===== src/rtl/dppio_defines.vh =====
// Register offsets, field positions and reset values of the parallel I/O block.
`ifndef DPPIO_DEFINES_VH
`define DPPIO_DEFINES_VH

`define DPPIO_CH_A_BASE    8'h00
`define DPPIO_CH_B_BASE    8'h20
`define DPPIO_OFS_DATA     8'h00
`define DPPIO_OFS_MODE     8'h04
`define DPPIO_OFS_DIR      8'h08
`define DPPIO_OFS_MASK     8'h0c
`define DPPIO_OFS_MATCH    8'h10
`define DPPIO_IRQ_STATUS   8'h40
`define DPPIO_IRQ_MASK     8'h44
`define DPPIO_IRQ_PRIO     8'h48

`define DPPIO_MODE_OUT     2'h0
`define DPPIO_MODE_IN      2'h1
`define DPPIO_MODE_BIDIR   2'h2
`define DPPIO_MODE_BIT     2'h3

`define DPPIO_IRQ_A_XFER   0
`define DPPIO_IRQ_A_MATCH  1
`define DPPIO_IRQ_B_XFER   2
`define DPPIO_IRQ_B_MATCH  3

`define DPPIO_MODE_RST     2'h1
`define DPPIO_DIR_RST      8'h00
`define DPPIO_MASK_RST     8'hff
`define DPPIO_MATCH_RST    8'h00
`define DPPIO_IRQ_MASK_RST 4'h0

`endif


===== src/rtl/dppio_chan.v =====
// One parallel channel: data registers, strobe/ready handshake and bit matching.
`timescale 1ns/10ps
`include "dppio_defines.vh"

module dppio_chan
#(
   parameter WIDTH = 8,
   parameter BIDIR = 1
)
(
   // Clock and reset
   input  wire             clk_i,
   input  wire             reset_i,
   // Configuration
   input  wire [1:0]       mode_i,
   input  wire [WIDTH-1:0] dir_i,
   input  wire [WIDTH-1:0] mask_i,
   input  wire [WIDTH-1:0] match_i,
   // Host side
   input  wire             host_wr_i,
   input  wire [WIDTH-1:0] host_wdata_i,
   input  wire             host_rd_i,
   output reg  [WIDTH-1:0] in_data_o,
   // Peripheral side
   input  wire [WIDTH-1:0] port_i,
   output reg  [WIDTH-1:0] port_o,
   output reg  [WIDTH-1:0] port_oe_n_o,
   input  wire             stb_n_i,
   output reg              rdy_o,
   // Events
   output reg              xfer_evt_o,
   output reg              match_evt_o
);

   reg              stb_q;
   reg              out_full;
   reg              in_full;
   reg              match_q;
   wire             stb_fall;
   wire [WIDTH-1:0] mon;
   wire             hit;

   assign stb_fall = stb_q & ~stb_n_i;
   assign mon      = ~mask_i & ~dir_i;
   assign hit      = (mode_i == `DPPIO_MODE_BIT) && (mon != {WIDTH{1'b0}}) &&
                     (((port_i ^ match_i) & mon) == {WIDTH{1'b0}});

   always @(posedge clk_i)
   begin
      if (reset_i)
      begin
         stb_q       <= 1'b1;
         out_full    <= 1'b0;
         in_full     <= 1'b0;
         match_q     <= 1'b0;
         in_data_o   <= {WIDTH{1'b0}};
         port_o      <= {WIDTH{1'b0}};
         port_oe_n_o <= {WIDTH{1'b1}};
         rdy_o       <= 1'b0;
         xfer_evt_o  <= 1'b0;
         match_evt_o <= 1'b0;
      end
      else
      begin
         stb_q       <= stb_n_i;
         match_q     <= hit;
         match_evt_o <= hit & ~match_q;
         xfer_evt_o  <= 1'b0;
         if (host_wr_i)
            port_o <= host_wdata_i;
         case (mode_i)
            `DPPIO_MODE_OUT:
            begin
               port_oe_n_o <= {WIDTH{1'b0}};
               if (host_wr_i)
                  out_full <= 1'b1;
               else if (stb_fall)
                  out_full <= 1'b0;
               rdy_o      <= host_wr_i | (out_full & ~stb_fall);
               xfer_evt_o <= stb_fall;
            end
            `DPPIO_MODE_BIDIR:
            begin
               // Strobe drains a pending output byte first, else captures input.
               port_oe_n_o <= {WIDTH{~(out_full & (BIDIR != 0))}};
               if (host_wr_i)
                  out_full <= 1'b1;
               else if (stb_fall)
                  out_full <= 1'b0;
               if (stb_fall && !out_full && !in_full)
               begin
                  in_data_o <= port_i;
                  in_full   <= 1'b1;
               end
               else if (host_rd_i)
                  in_full <= 1'b0;
               rdy_o      <= (host_wr_i | out_full | ~in_full) & ~stb_fall;
               xfer_evt_o <= stb_fall;
            end
            `DPPIO_MODE_BIT:
            begin
               port_oe_n_o <= ~dir_i;
               out_full    <= 1'b0;
               in_full     <= 1'b0;
               rdy_o       <= 1'b0;
            end
            default:
            begin
               port_oe_n_o <= {WIDTH{1'b1}};
               out_full    <= 1'b0;
               // A strobe while the input buffer is full is dropped, even in the same cycle as the host read.
               if (stb_fall && !in_full)
               begin
                  in_data_o <= port_i;
                  in_full   <= 1'b1;
               end
               else if (host_rd_i)
                  in_full <= 1'b0;
               rdy_o      <= ~in_full & ~stb_fall;
               xfer_evt_o <= stb_fall & ~in_full;
            end
         endcase
      end
   end

endmodule


===== src/rtl/dppio_top.v =====
// Top of the dual-channel parallel I/O block with APB registers and interrupts.
//
// The APB register port and the address map were chosen for this implementation.
`timescale 1ns/10ps
`include "dppio_defines.vh"

module dppio_top
#(
   parameter WIDTH = 8
)
(
   // Clock and reset
   input  wire             clk_i,
   input  wire             reset_i,

   // APB slave
   input  wire             psel_i,
   input  wire             penable_i,
   input  wire             pwrite_i,
   input  wire [7:0]       paddr_i,
   input  wire [31:0]      pwdata_i,
   output reg  [31:0]      prdata_o,
   output wire             pready_o,
   output reg              pslverr_o,

   // Channel A pins
   input  wire [WIDTH-1:0] porta_i,
   output wire [WIDTH-1:0] porta_o,
   output wire [WIDTH-1:0] porta_oe_n_o,
   input  wire             stb_a_n_i,
   output wire             rdy_a_o,

   // Channel B pins
   input  wire [WIDTH-1:0] portb_i,
   output wire [WIDTH-1:0] portb_o,
   output wire [WIDTH-1:0] portb_oe_n_o,
   input  wire             stb_b_n_i,
   output wire             rdy_b_o,

   // Interrupt and priority chain
   output wire             int_o,
   input  wire             prio_in_i,
   output wire             prio_out_o
);

   // True when the address hits the given offset of the given channel.
   function chan_hit;
      input [7:0] addr;
      input [7:0] base;
      input [7:0] ofs;
      begin
         chan_hit = (addr == (base | ofs));
      end
   endfunction

   // Read view of one channel's register set.
   function [WIDTH-1:0] chan_read;
      input [7:0]       ofs;
      input [WIDTH-1:0] data;
      input [1:0]       mode;
      input [WIDTH-1:0] dir;
      input [WIDTH-1:0] mask;
      input [WIDTH-1:0] match;
      begin
         case (ofs)
            `DPPIO_OFS_DATA:  chan_read = data;
            `DPPIO_OFS_MODE:  chan_read = {{(WIDTH-2){1'b0}}, mode};
            `DPPIO_OFS_DIR:   chan_read = dir;
            `DPPIO_OFS_MASK:  chan_read = mask;
            `DPPIO_OFS_MATCH: chan_read = match;
            default:          chan_read = {WIDTH{1'b0}};
         endcase
      end
   endfunction

   // True when the offset names a channel register.
   function chan_ofs_ok;
      input [7:0] ofs;
      begin
         case (ofs)
            `DPPIO_OFS_DATA,
            `DPPIO_OFS_MODE,
            `DPPIO_OFS_DIR,
            `DPPIO_OFS_MASK,
            `DPPIO_OFS_MATCH: chan_ofs_ok = 1'b1;
            default:          chan_ofs_ok = 1'b0;
         endcase
      end
   endfunction

   // Per-channel control registers.
   reg  [1:0]       mode_a;
   reg  [1:0]       mode_b;
   reg  [WIDTH-1:0] dir_a;
   reg  [WIDTH-1:0] dir_b;
   reg  [WIDTH-1:0] mask_a;
   reg  [WIDTH-1:0] mask_b;
   reg  [WIDTH-1:0] match_a;
   reg  [WIDTH-1:0] match_b;

   // Interrupt registers.
   reg  [3:0]       irq_status;
   reg  [3:0]       irq_mask;
   reg  [3:0]       next_irq_status;

   // Bus decode.
   wire             setup;
   wire             wr_acc;
   wire             rd_setup;
   wire             sel_b;
   wire [7:0]       ch_ofs;
   wire             ch_space;
   wire             mapped;
   reg  [31:0]      next_prdata;

   // Register hits.
   wire             hit_a_data;
   wire             hit_b_data;
   wire             hit_a_mode;
   wire             hit_b_mode;
   wire             hit_status;
   wire             hit_mask;
   wire             hit_prio;

   // Channel outputs.
   wire [WIDTH-1:0] in_data_a;
   wire [WIDTH-1:0] in_data_b;
   wire             xfer_a;
   wire             xfer_b;
   wire             match_evt_a;
   wire             match_evt_b;

   // Interrupt priority.
   wire [3:0]       pending;
   wire             pend_a;
   wire             pend_b;
   reg  [1:0]       prio_code;

   assign setup    = psel_i & ~penable_i;
   assign wr_acc   = psel_i & penable_i & pwrite_i;
   assign rd_setup = setup & ~pwrite_i;
   assign sel_b    = (paddr_i & `DPPIO_CH_B_BASE) != 8'h00;
   assign ch_ofs   = paddr_i & ~`DPPIO_CH_B_BASE;
   assign ch_space = paddr_i < `DPPIO_IRQ_STATUS;
   assign mapped   = (ch_space && chan_ofs_ok(ch_ofs)) ||
                     hit_status ||
                     hit_mask ||
                     hit_prio;

   // Mode hits feed only the write path; channel read data is decoded from ch_ofs, not from the data hits.
   assign hit_a_data = chan_hit(paddr_i, `DPPIO_CH_A_BASE, `DPPIO_OFS_DATA);
   assign hit_b_data = chan_hit(paddr_i, `DPPIO_CH_B_BASE, `DPPIO_OFS_DATA);
   assign hit_a_mode = chan_hit(paddr_i, `DPPIO_CH_A_BASE, `DPPIO_OFS_MODE);
   assign hit_b_mode = chan_hit(paddr_i, `DPPIO_CH_B_BASE, `DPPIO_OFS_MODE);
   assign hit_status = (paddr_i == `DPPIO_IRQ_STATUS);
   assign hit_mask   = (paddr_i == `DPPIO_IRQ_MASK);
   assign hit_prio   = (paddr_i == `DPPIO_IRQ_PRIO);

   // Every access completes in its first access cycle.
   assign pready_o = 1'b1;

   // Control register writes.
   always @(posedge clk_i)
   begin
      if (reset_i)
      begin
         mode_a   <= `DPPIO_MODE_RST;
         mode_b   <= `DPPIO_MODE_RST;
         dir_a    <= `DPPIO_DIR_RST;
         dir_b    <= `DPPIO_DIR_RST;
         mask_a   <= `DPPIO_MASK_RST;
         mask_b   <= `DPPIO_MASK_RST;
         match_a  <= `DPPIO_MATCH_RST;
         match_b  <= `DPPIO_MATCH_RST;
         irq_mask <= `DPPIO_IRQ_MASK_RST;
      end
      else if (wr_acc)
      begin
         if (hit_a_mode)
            mode_a <= pwdata_i[1:0];
         // Channel B keeps its mode when software asks for bidirectional.
         if (hit_b_mode && pwdata_i[1:0] != `DPPIO_MODE_BIDIR)
            mode_b <= pwdata_i[1:0];
         // Direction and mask stay writable in every mode, so bit mode can be set up first.
         if (chan_hit(paddr_i, `DPPIO_CH_A_BASE, `DPPIO_OFS_DIR))
            dir_a <= pwdata_i[WIDTH-1:0];
         if (chan_hit(paddr_i, `DPPIO_CH_B_BASE, `DPPIO_OFS_DIR))
            dir_b <= pwdata_i[WIDTH-1:0];
         if (chan_hit(paddr_i, `DPPIO_CH_A_BASE, `DPPIO_OFS_MASK))
            mask_a <= pwdata_i[WIDTH-1:0];
         if (chan_hit(paddr_i, `DPPIO_CH_B_BASE, `DPPIO_OFS_MASK))
            mask_b <= pwdata_i[WIDTH-1:0];
         if (chan_hit(paddr_i, `DPPIO_CH_A_BASE, `DPPIO_OFS_MATCH))
            match_a <= pwdata_i[WIDTH-1:0];
         if (chan_hit(paddr_i, `DPPIO_CH_B_BASE, `DPPIO_OFS_MATCH))
            match_b <= pwdata_i[WIDTH-1:0];
         if (hit_mask)
            irq_mask <= pwdata_i[3:0];
      end
   end

   // Sticky status: a new event wins over a write-one-to-clear.
   always @*
   begin
      next_irq_status = irq_status;
      if (wr_acc && hit_status)
         next_irq_status = irq_status & ~pwdata_i[3:0];
      next_irq_status[`DPPIO_IRQ_A_XFER]  = next_irq_status[`DPPIO_IRQ_A_XFER]  | xfer_a;
      next_irq_status[`DPPIO_IRQ_A_MATCH] = next_irq_status[`DPPIO_IRQ_A_MATCH] | match_evt_a;
      next_irq_status[`DPPIO_IRQ_B_XFER]  = next_irq_status[`DPPIO_IRQ_B_XFER]  | xfer_b;
      next_irq_status[`DPPIO_IRQ_B_MATCH] = next_irq_status[`DPPIO_IRQ_B_MATCH] | match_evt_b;
   end

   always @(posedge clk_i)
   begin
      if (reset_i)
         irq_status <= 4'h0;
      else
         irq_status <= next_irq_status;
   end

   assign pending = irq_status & irq_mask;
   assign pend_a  = pending[`DPPIO_IRQ_A_XFER] | pending[`DPPIO_IRQ_A_MATCH];
   assign pend_b  = pending[`DPPIO_IRQ_B_XFER] | pending[`DPPIO_IRQ_B_MATCH];

   // Bit 1 flags a pending source, bit 0 names it with A ahead of B.
   always @*
   begin
      case ({pend_a, pend_b})
         2'b00:   prio_code = 2'b00;
         2'b01:   prio_code = 2'b11;
         default: prio_code = 2'b10;
      endcase
   end

   // The chain input gates only the chain output, never the local interrupt line.
   assign int_o      = pend_a | pend_b;
   assign prio_out_o = prio_in_i & ~pend_a & ~pend_b;

   // Read data is captured in the setup cycle and shown in the access cycle.
   always @*
   begin
      next_prdata = 32'h0000_0000;
      if (ch_space && !sel_b)
         next_prdata[WIDTH-1:0] = chan_read(ch_ofs, in_data_a, mode_a,
                                            dir_a, mask_a, match_a);
      else if (ch_space)
         next_prdata[WIDTH-1:0] = chan_read(ch_ofs, in_data_b, mode_b,
                                            dir_b, mask_b, match_b);
      else if (hit_status)
         next_prdata[3:0] = irq_status;
      else if (hit_mask)
         next_prdata[3:0] = irq_mask;
      else if (hit_prio)
         next_prdata[1:0] = prio_code;
   end

   // An unmapped address flags an error for its access cycle; a write there changes nothing.
   always @(posedge clk_i)
   begin
      if (reset_i)
      begin
         prdata_o  <= 32'h0000_0000;
         pslverr_o <= 1'b0;
      end
      else if (setup)
      begin
         prdata_o  <= next_prdata;
         pslverr_o <= ~mapped;
      end
   end

   // Channel A supports the bidirectional mode.
   dppio_chan
   #(
      .WIDTH (WIDTH),
      .BIDIR (1)
   )
   u_chan_a
   (
      .clk_i        (clk_i),
      .reset_i      (reset_i),
      .mode_i       (mode_a),
      .dir_i        (dir_a),
      .mask_i       (mask_a),
      .match_i      (match_a),
      .host_wr_i    (wr_acc && hit_a_data),
      .host_wdata_i (pwdata_i[WIDTH-1:0]),
      .host_rd_i    (rd_setup && hit_a_data),
      .in_data_o    (in_data_a),
      .port_i       (porta_i),
      .port_o       (porta_o),
      .port_oe_n_o  (porta_oe_n_o),
      .stb_n_i      (stb_a_n_i),
      .rdy_o        (rdy_a_o),
      .xfer_evt_o   (xfer_a),
      .match_evt_o  (match_evt_a)
   );

   // Channel B: its mode register never holds the bidirectional code.
   dppio_chan
   #(
      .WIDTH (WIDTH),
      .BIDIR (0)
   )
   u_chan_b
   (
      .clk_i        (clk_i),
      .reset_i      (reset_i),
      .mode_i       (mode_b),
      .dir_i        (dir_b),
      .mask_i       (mask_b),
      .match_i      (match_b),
      .host_wr_i    (wr_acc && hit_b_data),
      .host_wdata_i (pwdata_i[WIDTH-1:0]),
      .host_rd_i    (rd_setup && hit_b_data),
      .in_data_o    (in_data_b),
      .port_i       (portb_i),
      .port_o       (portb_o),
      .port_oe_n_o  (portb_oe_n_o),
      .stb_n_i      (stb_b_n_i),
      .rdy_o        (rdy_b_o),
      .xfer_evt_o   (xfer_b),
      .match_evt_o  (match_evt_b)
   );

endmodule


===== config.mk =====
export PLATFORM = sky130hd
export DESIGN_NAME = dppio_top
export DESIGN_NICKNAME = d
export VERILOG_FILES = /design/src/rtl/dppio_chan.v /design/src/rtl/dppio_top.v
export VERILOG_INCLUDE_DIRS = /design/src /design/src/rtl
export SDC_FILE = /design/constraint.sdc
export NUM_CORES = 1
export LEC_CHECK = 0
export BUFFER_PORTS_ARGS = -buffer_cell sky130_fd_sc_hd__clkbuf_2
export CORE_MARGIN = 10
export CORE_UTILIZATION = 35
export CTS_CLUSTER_DIAMETER = 200
export DETAILED_ROUTE_END_ITERATION = 16
export SLEW_MARGIN = 20
export SYNTH_ARGS = -nofsm -noshare
export SYNTH_HDL_FRONTEND = slang
export SYNTH_SLANG_ARGS = --single-unit
export TNS_END_PERCENT = 5

===== constraint.sdc =====
create_clock -name clk_i -period 1.62 [get_ports clk_i]
set_input_delay 0.324 -clock clk_i [delete_from_list [all_inputs] [get_ports clk_i]]
set_output_delay 0.324 -clock clk_i [all_outputs]
set_load 0.005 [all_outputs]

* Word level (Yosys, flattened, before mapping)
Index checks and enable logic that the tools add are counted.
** Word-level totals
- Flip-flop bits (word level) :: 131
- Input port bits :: 64
- Output and inout port bits :: 70
- Word-level logic and storage cells :: 212
** Operators by class
- Equal/unequal tests :: 24
- Reductions and logical operators :: 57
- Bitwise logic cells :: 62
- Multiplexer cells :: 36
- Magnitude comparators :: 1
** Operators with widths (number)
- case mux 8 bit (5 select lines) :: 2
- case mux 8 bit (2 select lines) :: 3
- == test 8 x 6 -> 1 bit, second input constant :: 5
- two-way mux 8 bit :: 5
- bitwise AND 8 bit :: 4
- zero test 8 bit :: 4
- NOT 8 bit :: 4
- == test 8 x 7 -> 1 bit, second input constant :: 3
- case mux 8 bit (3 select lines) :: 1
- bitwise AND 1 bit :: 18
- logical AND 1 bit :: 18
- NOT 1 bit :: 18
- AND reduction 2 bit :: 9
- == test 8 x 4 -> 1 bit, second input constant :: 2
- two-way mux 4 bit :: 4
- nonzero test 8 bit :: 2
- bitwise XOR 8 bit :: 2
- == test 7 x 4 -> 1 bit, second input constant :: 2
- OR 1 bit :: 13
- case mux 1 bit (3 select lines) :: 4
- OR reduction 2 bit :: 6
- two-way mux 1 bit :: 11
- bitwise AND 4 bit :: 2
- == test 2 bit, second input constant :: 4
- 18 further kinds :: 34

* Longest topological paths before layout
Gate-level depths: netlist of the first run.
- Word-level depth :: 9
- Mapped depth :: 7
- Mapped depth without buffers :: 6

* Cells and area by module
Synthesis of the first run repeated with hierarchy kept, for this count alone.
** Unflattened totals
- Cells, all modules :: 694
- Area, all modules :: 6158.4 um^2
** Modules (own cells, without submodules)
- dppio_top :: times used 1, cells each 422, area an instance 3572.2 um^2
- dppio_chan at u_chan_b :: times used 1, cells each 141, area an instance 1318.8 um^2
- dppio_chan at u_chan_a :: times used 1, cells each 131, area an instance 1267.5 um^2

* Least setup slack after synthesis of the first run
OpenSTA, ideal clock, no wires.
- Path kind :: in2reg
- Start :: in paddr_i[0]
- End :: reg prdata_o[4]
- Arrival time :: 1.643 ns
- Path slack :: -0.103 ns
- Cell stages on the path :: 6
- Data required time :: 1.541 ns
- Cell sequence :: buf_4 -> or4_1 -> buf_6 -> nor4_4 -> a21oi_1 -> a211oi_2
** On the way
- Cells in the longest elaborated chain, start to end :: 4
** Ends and longest elaborated chain
- from (decl) :: line dppio_top.v:20 : input wire [7:0] paddr_i,
- parallel branches: the longest is 3 deep, another holds less-than comparator 8 x 7 -> 1 bit
- two-way mux 8 bit (*) :: line dppio_top.v:244 : if (ch_space && !sel_b)
- to (signal assigned) :: line dppio_top.v:268 : prdata_o <= next_prdata;
- to (decl) :: line dppio_top.v:22 : output reg [31:0] prdata_o,
Mark *: on every way between the ends.
A chain may end at the register's enable or synchronous reset.

* Final worst setup path of the first run
- Start :: reg irq_mask[0]
- End :: out prio_out_o
** On the way
- Cells in the longest elaborated chain, start to end :: 5
** Ends and longest elaborated chain
- from (decl) :: line dppio_top.v:103 : reg [3:0] irq_mask;
- from (signal assigned) :: line dppio_top.v:175 : irq_mask <= `DPPIO_IRQ_MASK_RST;
- from (signal assigned) :: line dppio_top.v:198 : irq_mask <= pwdata_i[3:0];
- bitwise AND 4 bit :: line dppio_top.v:222 : assign pending = irq_status & irq_mask;
- OR 1 bit :: line dppio_top.v:223 : assign pend_a = pending[`DPPIO_IRQ_A_XFER] | pending[`DPPIO_IRQ_A_MATCH];
- NOT 1 bit :: line dppio_top.v:238 : assign prio_out_o = prio_in_i & ~pend_a & ~pend_b;
- bitwise AND 1 bit (2 in series) :: line dppio_top.v:238
- to (decl) :: line dppio_top.v:43 : output wire prio_out_o
No other way between the ends.

==> impl_metrics.env, run 1 <==
export IMPL_status="finished, final reports clean"
export IMPL_post_route_util=0.469
export IMPL_grt_max_degree=44
export IMPL_met2_length_um=10100
export IMPL_max_slew_margin=0.633
export IMPL_fin_nets=958
export IMPL_clk_pin_slew_ps=60
export IMPL_hold_depth=2
export IMPL_drtAntennaViolNets=0
export IMPL_die_y_um=156
export IMPL_gp_congestion=0.887
export IMPL_layout_min_cycle_time_ps=1600
export IMPL_cts_tree="yes"
export IMPL_maxCapViolCount=0
export IMPL_min_path_type="input pin to flop"
export IMPL_port_buffers=84
export IMPL_place_area_sq_um=7690
export IMPL_grt_util_all_layers=0.171
export IMPL_num_vias=5931
export IMPL_fin_ws_ps=19.2
export IMPL_worstSkewPairLatency_ps=430
export IMPL_fp_dieW_um=156
export IMPL_grt_overflow=0
export IMPL_wl_um=21200
export IMPL_initial_core_util=0.358
export IMPL_worstPathArrival_ps=1280
export IMPL_cpMaxStageDelayCell="dfxtp_2"
export IMPL_tightest_slew_ps=536
export IMPL_final_max_slew_viol_count=0
export IMPL_dp_slack_ps=-270
export IMPL_io_pin_count=134
export IMPL_grt_pass1_wl_um=32600
export IMPL_hpwlAfterDp_um=15900
export IMPL_yosysWarnings=0
export IMPL_cts_root_buf="clkbuf_16"
export IMPL_core_sq_um=18100
export IMPL_syn_area_sq_um=6470
export IMPL_crit_chain="a22oi_2, and3_1, clkbuf_2"
export IMPL_cts_htree_levels=4
export IMPL_worst_setup_path_type="flop to output port"
export IMPL_wl_met3_um=1280
export IMPL_post_route_drc_count=0
export IMPL_ys_seq_area_frac=0.405
export IMPL_async_reset_ff_frac=0
export IMPL_drive_gt1_frac=0.285
export IMPL_timing_final_crit_share=0.988
export IMPL_hold_viol=0
export IMPL_timing_rr_end="u_chan_a.match_evt_o"
export IMPL_via_per_inst=5.26
export IMPL_fmax_mhz=625
export IMPL_tns_ps=0
export IMPL_avgRoutedWirePerCell_um=18.8
export IMPL_wl_met1_um=9530
export IMPL_r2r_slack_ps=60
export IMPL_area_growth_synth_to_final_pct=31.2
export IMPL_n_antenna_cell=0
export IMPL_firstDrtPassIters=6
export IMPL_ys_ff_latch=131
export IMPL_worstPathRequired_ps=1300
export IMPL_rsz0062_at_grt="true"
export IMPL_p_leak_nw=4.02
export IMPL_drt_initial_drc_count=470
export IMPL_skew_ps=6.82
export IMPL_setup_viol=0
export IMPL_ys_types=67
export IMPL_min_from="stb_b_n_i"
export IMPL_dr_max_layer_used="met4"
export IMPL_cpPeakStageDelay_ps=330
export IMPL_rows=49
export IMPL_power_density_nw_per_um2=1010
export IMPL_crit_fanout=3
export IMPL_syn_inst=738
export IMPL_cts_hold_buf=0
export IMPL_synth_area_per_cell_sq_um=8.77
export IMPL_design_die_area_sq_um=24300
export IMPL_synth_ff_type="dfxtp_1"
export IMPL_grt_antenna_before_repair=0
export IMPL_r2r_start="mask_a[4]"
export IMPL_clockBufferDepth=2
export IMPL_total_power_mw=8.59
export IMPL_cts_made_buffers=17
export IMPL_end_kind="output port"
export IMPL_hold_end="u_chan_b.stb_q"
export IMPL_synth_edf_count=0
export IMPL_cts_sinks=131
export IMPL_final_area_sq_um=8490
export IMPL_first_global_vias=5745
export IMPL_startpoint_type="flop"
export IMPL_vdd_drop_max_mv=0.996
export IMPL_ff2ff_path_depth=4
Yosys cell counts, types with 3 or more instances:
cell,instances,share of area
o31ai_1,5,0.0058
o211ai_1,7,0.0081
nor3b_1,3,0.0035
a211oi_1,9,0.010
nand3_1,20,0.015
a31oi_1,5,0.0048
xor2_1,15,0.020
ha_1,8,0.015
or2_2,3,0.0029
buf_4,26,0.030
nand4_1,6,0.0058
clkbuf_1,30,0.017
or4_1,3,0.0035
or3_1,4,0.0039
nand3b_1,7,0.0081
buf_2,16,0.012
buf_1,8,0.0046
and3_1,11,0.011
nor4b_1,4,0.0054
mux2i_1,82,0.13
a22oi_1,6,0.0070
nor3_1,19,0.015
nor4_1,5,0.0048
a21oi_1,33,0.026
and4_1,8,0.011
a222oi_1,3,0.0046
o21a_1,4,0.0046
nor2_1,78,0.045
nand2_1,76,0.044
a31o_2,3,0.0041
nor2b_1,4,0.0039
a2111oi_0,6,0.0081
inv_1,19,0.011
dfxtp_1,131,0.41
nand2b_1,6,0.0058
o21ai_0,20,0.015
metal layers:
layer  global-route usage  up-vias
li1                     -     2866
met3               0.0405       22
met4               0.0607        0
met2                0.280      188
met1                0.216     2855
met5                    0        -
worst max-delay path by stage:
stage	from	to	slack, ps	depth (start not counted)
after floorplan	paddr_i[0]	prdata_o[7]	-20	6
after global placement	paddr_i[6]	prdata_o[0]	-230	6
after detailed placement	paddr_i[6]	prdata_o[0]	-270	6
after CTS	irq_mask[0]	prio_out_o	-5	3
after global routing	irq_status[0]	prio_out_o	-30	3
final	irq_mask[0]	prio_out_o	20	3
stage by stage:
step	cells	hold slack, ps
after global placement	1094	410
after floorplan	761	374
after CTS	1128	109
after global routing	1128	122
after detailed placement	1094	411
final	1128	117
worst max-delay path, delay by kind of cell, from the launching register on:
| family | cells | cell delay, ps |
|---|---|---|
| buffers and inverters | 1 | 110 |
| AO/OA/AOI/OAI | 1 | 230 |
| AND/OR/NAND/NOR | 1 | 180 |
| flip-flops | 1 | 330 |
placed cells by master, fill, tap and decap left out, drive strengths merged, types with 4 or more instances in the layout:
cell type,count
dfxtp,131
buf,105
clkbuf,105
mux2i,82
nor2,78
nand2,76
a21oi,33
conb,25
o21ai,22
nor3,21
nand3,20
inv,19
xor2,15
and3,11
a211oi,10
and4,8
ha,8
nand4,8
o211ai,7
nand3b,7
bufinv,7
a2111oi,7
nor4,7
nand2b,6
a22oi,6
o31ai,5
a31oi,5
nor4b,5
nor2b,4
o21a,4
or3,4
kinds of logic after synthesis:
| logic type | after synthesis | share of synthesized area |
|---|---|---|
| adders and majority gates | 8 | 0.0155 |
| buffers and inverters | 101 | 0.0791 |
| AOI/OAI and AO/OA | 125 | 0.132 |
| xor gates and xnor gates | 16 | 0.0217 |
| other | 2 | 0.00116 |
| DFF | 131 | 0.405 |
| muxes | 83 | 0.130 |
| and+or+nand+nor | 272 | 0.215 |
repair_timing:
action,in CTS,in global routing
pin swaps,4,1
endpoints found under the setup margin,5,17
gates cloned,0,0
gates resized for setup,8,9
setup buffers,2,0
report_power, final:
part           leakage (nW)  switching (mW)  internal (mW)
clock                 0.344            1.43           3.15
combinational          2.62           0.412          0.281
sequential             1.06          0.0345           3.27
cell type report:
cell class | count | area (sq um)
Tap cell | 229 | 287
Fill cell | 1801 | 9600
Clock inverter | 10 | 225
Timing Repair Buffer | 188 | 1260
Clock buffer | 22 | 474
Multi-Input combinational cell | 529 | 3540
Inverter | 19 | 71.3
Sequential cell | 131 | 2630
Note: power is estimated with default switching activity, not from simulation.
==> inputs of run 2 (changes only) <==
--- a/config.mk
+++ b/config.mk
@@ -6,8 +6,8 @@
 export SDC_FILE = /design/constraint.sdc
 export NUM_CORES = 1
 export LEC_CHECK = 0
+export ABC_AREA = 1
 export BUFFER_PORTS_ARGS = -buffer_cell sky130_fd_sc_hd__clkbuf_2
-export CORE_MARGIN = 10
 export CORE_UTILIZATION = 35
 export CTS_CLUSTER_DIAMETER = 200
 export DETAILED_ROUTE_END_ITERATION = 16
==> run 2 against run 1 <==
Effect of this change: utilization decreased by 1.2 points; highest routed layer unchanged; combinational power shrank 18%; clock skew shrank 1.3 ps; critical endpoint unchanged.
==> impl_metrics.env, run 2 <==
export IMPL_hold_viol=0
export IMPL_layoutNonFillerInstCount=1240
export IMPL_async_reset_ff_frac=0
export IMPL_core_sq_um=17300
export IMPL_power_density_nw_per_um2=967
export IMPL_synth_area_per_cell_sq_um=7.25
export IMPL_clk_pin_slew_ps=50
export IMPL_fmax_mhz=648
export IMPL_via_per_inst=4.96
export IMPL_firstDrtPassIters=7
export IMPL_avgRoutedWirePerCell_um=15.8
export IMPL_io_pin_count=134
export IMPL_die_y_um=135
export IMPL_fin_nets=1076
export IMPL_maxCapViolCount=0
export IMPL_worstSkewPairLatency_ps=430
export IMPL_regArea_sq_um=2630
export IMPL_timing_final_crit_share=0.953
export IMPL_area_growth_synth_to_final_pct=27.3
export IMPL_clockBufferDepth=2
export IMPL_synth_edf_count=0
export IMPL_num_vias=6152
export IMPL_cts_root_buf="clkbuf_16"
export IMPL_drtAntennaViolNets=0
export IMPL_yosysWarnings=0
export IMPL_synth_top_cell_area_share=0.422
export IMPL_min_path_type="input pin to flop"
export IMPL_ys_top_cells_by_area="dfxtp_1 (42%), nand2_1 (9.8%), o21ai_0 (8.2%), a21oi_1 (6.5%), nand3_1 (5.3%)"
export IMPL_post_route_util=0.458
export IMPL_syn_area_sq_um=6220
export IMPL_cts_tree="yes"
export IMPL_first_global_vias=5615
export IMPL_fp_dieW_um=135
export IMPL_synth_most_common_cell="nand2_1"
export IMPL_cts_setup_buffers=0
export IMPL_setup_viol=0
export IMPL_synth_top_area_cell="dfxtp_1"
export IMPL_fill_cells=1750
export IMPL_cts_sinks=131
export IMPL_cts_hold_buf=0
export IMPL_hold_slack_ps=86.1
export IMPL_design_die_area_sq_um=18300
export IMPL_ys_ff_latch=131
export IMPL_rsz0062_at_grt="true"
export IMPL_max_slew_margin=0.670
export IMPL_vdd_drop_max_mv=0.794
export IMPL_worstPathArrival_ps=1220
export IMPL_drt_initial_drc_count=433
export IMPL_final_max_slew_viol_count=0
export IMPL_startpoint_type="flop"
export IMPL_layout_commonest_cell="nand2_1"
export IMPL_synth_ff_type="dfxtp_1"
export IMPL_post_route_drc_count=0
export IMPL_grt_util_all_layers=0.224
export IMPL_grt_antenna_before_repair=0
export IMPL_grt_max_degree=42
export IMPL_skew_ps=5.54
export IMPL_drive_gt1_frac=0.231
export IMPL_crit_fanout=3
export IMPL_dp_slack_ps=-142
export IMPL_worstPathRequired_ps=1300
export IMPL_wl_um=19600
export IMPL_most_common_layout_cells="nand2_1 (161), dfxtp_1 (128), o21ai_0 (101), clkbuf_2 (84), a21oi_1 (81)"
export IMPL_n_antenna_cell=0
export IMPL_p_leak_nw=3.74
export IMPL_cts_htree_levels=4
export IMPL_tightest_slew_ps=489
export IMPL_grt_pass1_wl_um=30400
export IMPL_dp_cells=1210
export IMPL_initial_core_util=0.359
export IMPL_syn_inst=858
export IMPL_ys_seq_area_frac=0.422
export IMPL_port_buffers=84
export IMPL_tns_ps=0
export IMPL_worst_setup_path_type="flop to output port"
export IMPL_ys_top_cells_by_count="nand2_1 (162), dfxtp_1 (131), o21ai_0 (102)"
export IMPL_status="finished, final reports clean"
export IMPL_hpwlAfterDp_um=14700
export IMPL_end_kind="output port"
export IMPL_rows=48
export IMPL_gp_congestion=0.909
export IMPL_cts_made_buffers=17
export IMPL_grt_overflow=0
export IMPL_fin_ws_ps=75.7
export IMPL_ys_types=39
export IMPL_multi_input_area_sq_um=3020
export IMPL_layout_min_cycle_time_ps=1540
run 2: cell count changes after synthesis, moves of 15 or more:
cell / previous run / this run
mux2i_1: 82 / 0
inv_1: 19 / 72
nand2_1: 76 / 162
nand3_1: 20 / 66
o21ai_0: 20 / 102
xor2_1: 15 / 0
a21oi_1: 33 / 81
clkbuf_1: 30 / 12
run 2: path summary, 6_finish.rpt:
check	cells past startpoint	from	end	slack [ps]
hold reg to reg	1	u_chan_a.match_q	u_chan_a.match_evt_o	380
hold / removal	3	stb_a_n_i	u_chan_a.stb_q	90
setup reg to reg	8	mode_b[0]	u_chan_b.in_data_o[0]	160
setup / recovery	6	irq_status[0]	prio_out_o	80
run 2: power by group:
part | switching, mW | total (mW) | internal, mW | leakage [nW]
Clock | 1.41 | 3.77 | 2.36 | 0.277
Sequential | 0.0346 | 3.32 | 3.28 | 1.06
Combinational | 0.358 | 0.568 | 0.210 | 2.40
run 2: layout make-up:
type,instances,share of cell area
flip-flops and latches,131,0.332
clock inverters,9,0.0134
inverters,81,0.0389
well taps,225,0.0356
repair buffers,159,0.140
multi-input cells,614,0.381
clock buffers,21,0.0594
run 2: per-stage QoR:
step | power, mW | instance area [sq um]
final | 7.66 | 7920
after global routing | 7.93 | 7920
after CTS | 7.71 | 7910
after detailed placement | 3.95 | 7330
after global placement | 3.95 | 7330
after floorplan | 3.69 | 6300
run 2: timing repair:
action / 4_1_cts / 5_1_grt
gates resized for setup: 1 / 5
pin swaps: 1 / 0
setup endpoints to repair: 2 / 5
run 2: worst max-delay path, stage by stage, from the launching register on:
cell and delay (ps):
dfxtp_2 330, inv_1 50, o21ai_2 140, inv_1 60
nand2_2 70, nor2_1 40, clkbuf_2 100
run 2: kinds of logic after synthesis:
group / synth area share
buffers and inverters: 0.108
and+or+nand+nor: 0.268
other: 0.00121
adders and majority gates: 0.0161
DFF: 0.422
AOI/OAI and AO/OA: 0.185
run 2: per-layer routing:
layer	global-route usage	up-vias	wire length, um
met3	0.0468	24	1290
met1	0.301	2818	9040
met5	0	-	0
li1	-	3083	-
met4	0.0768	0	337
met2	0.355	227	8900
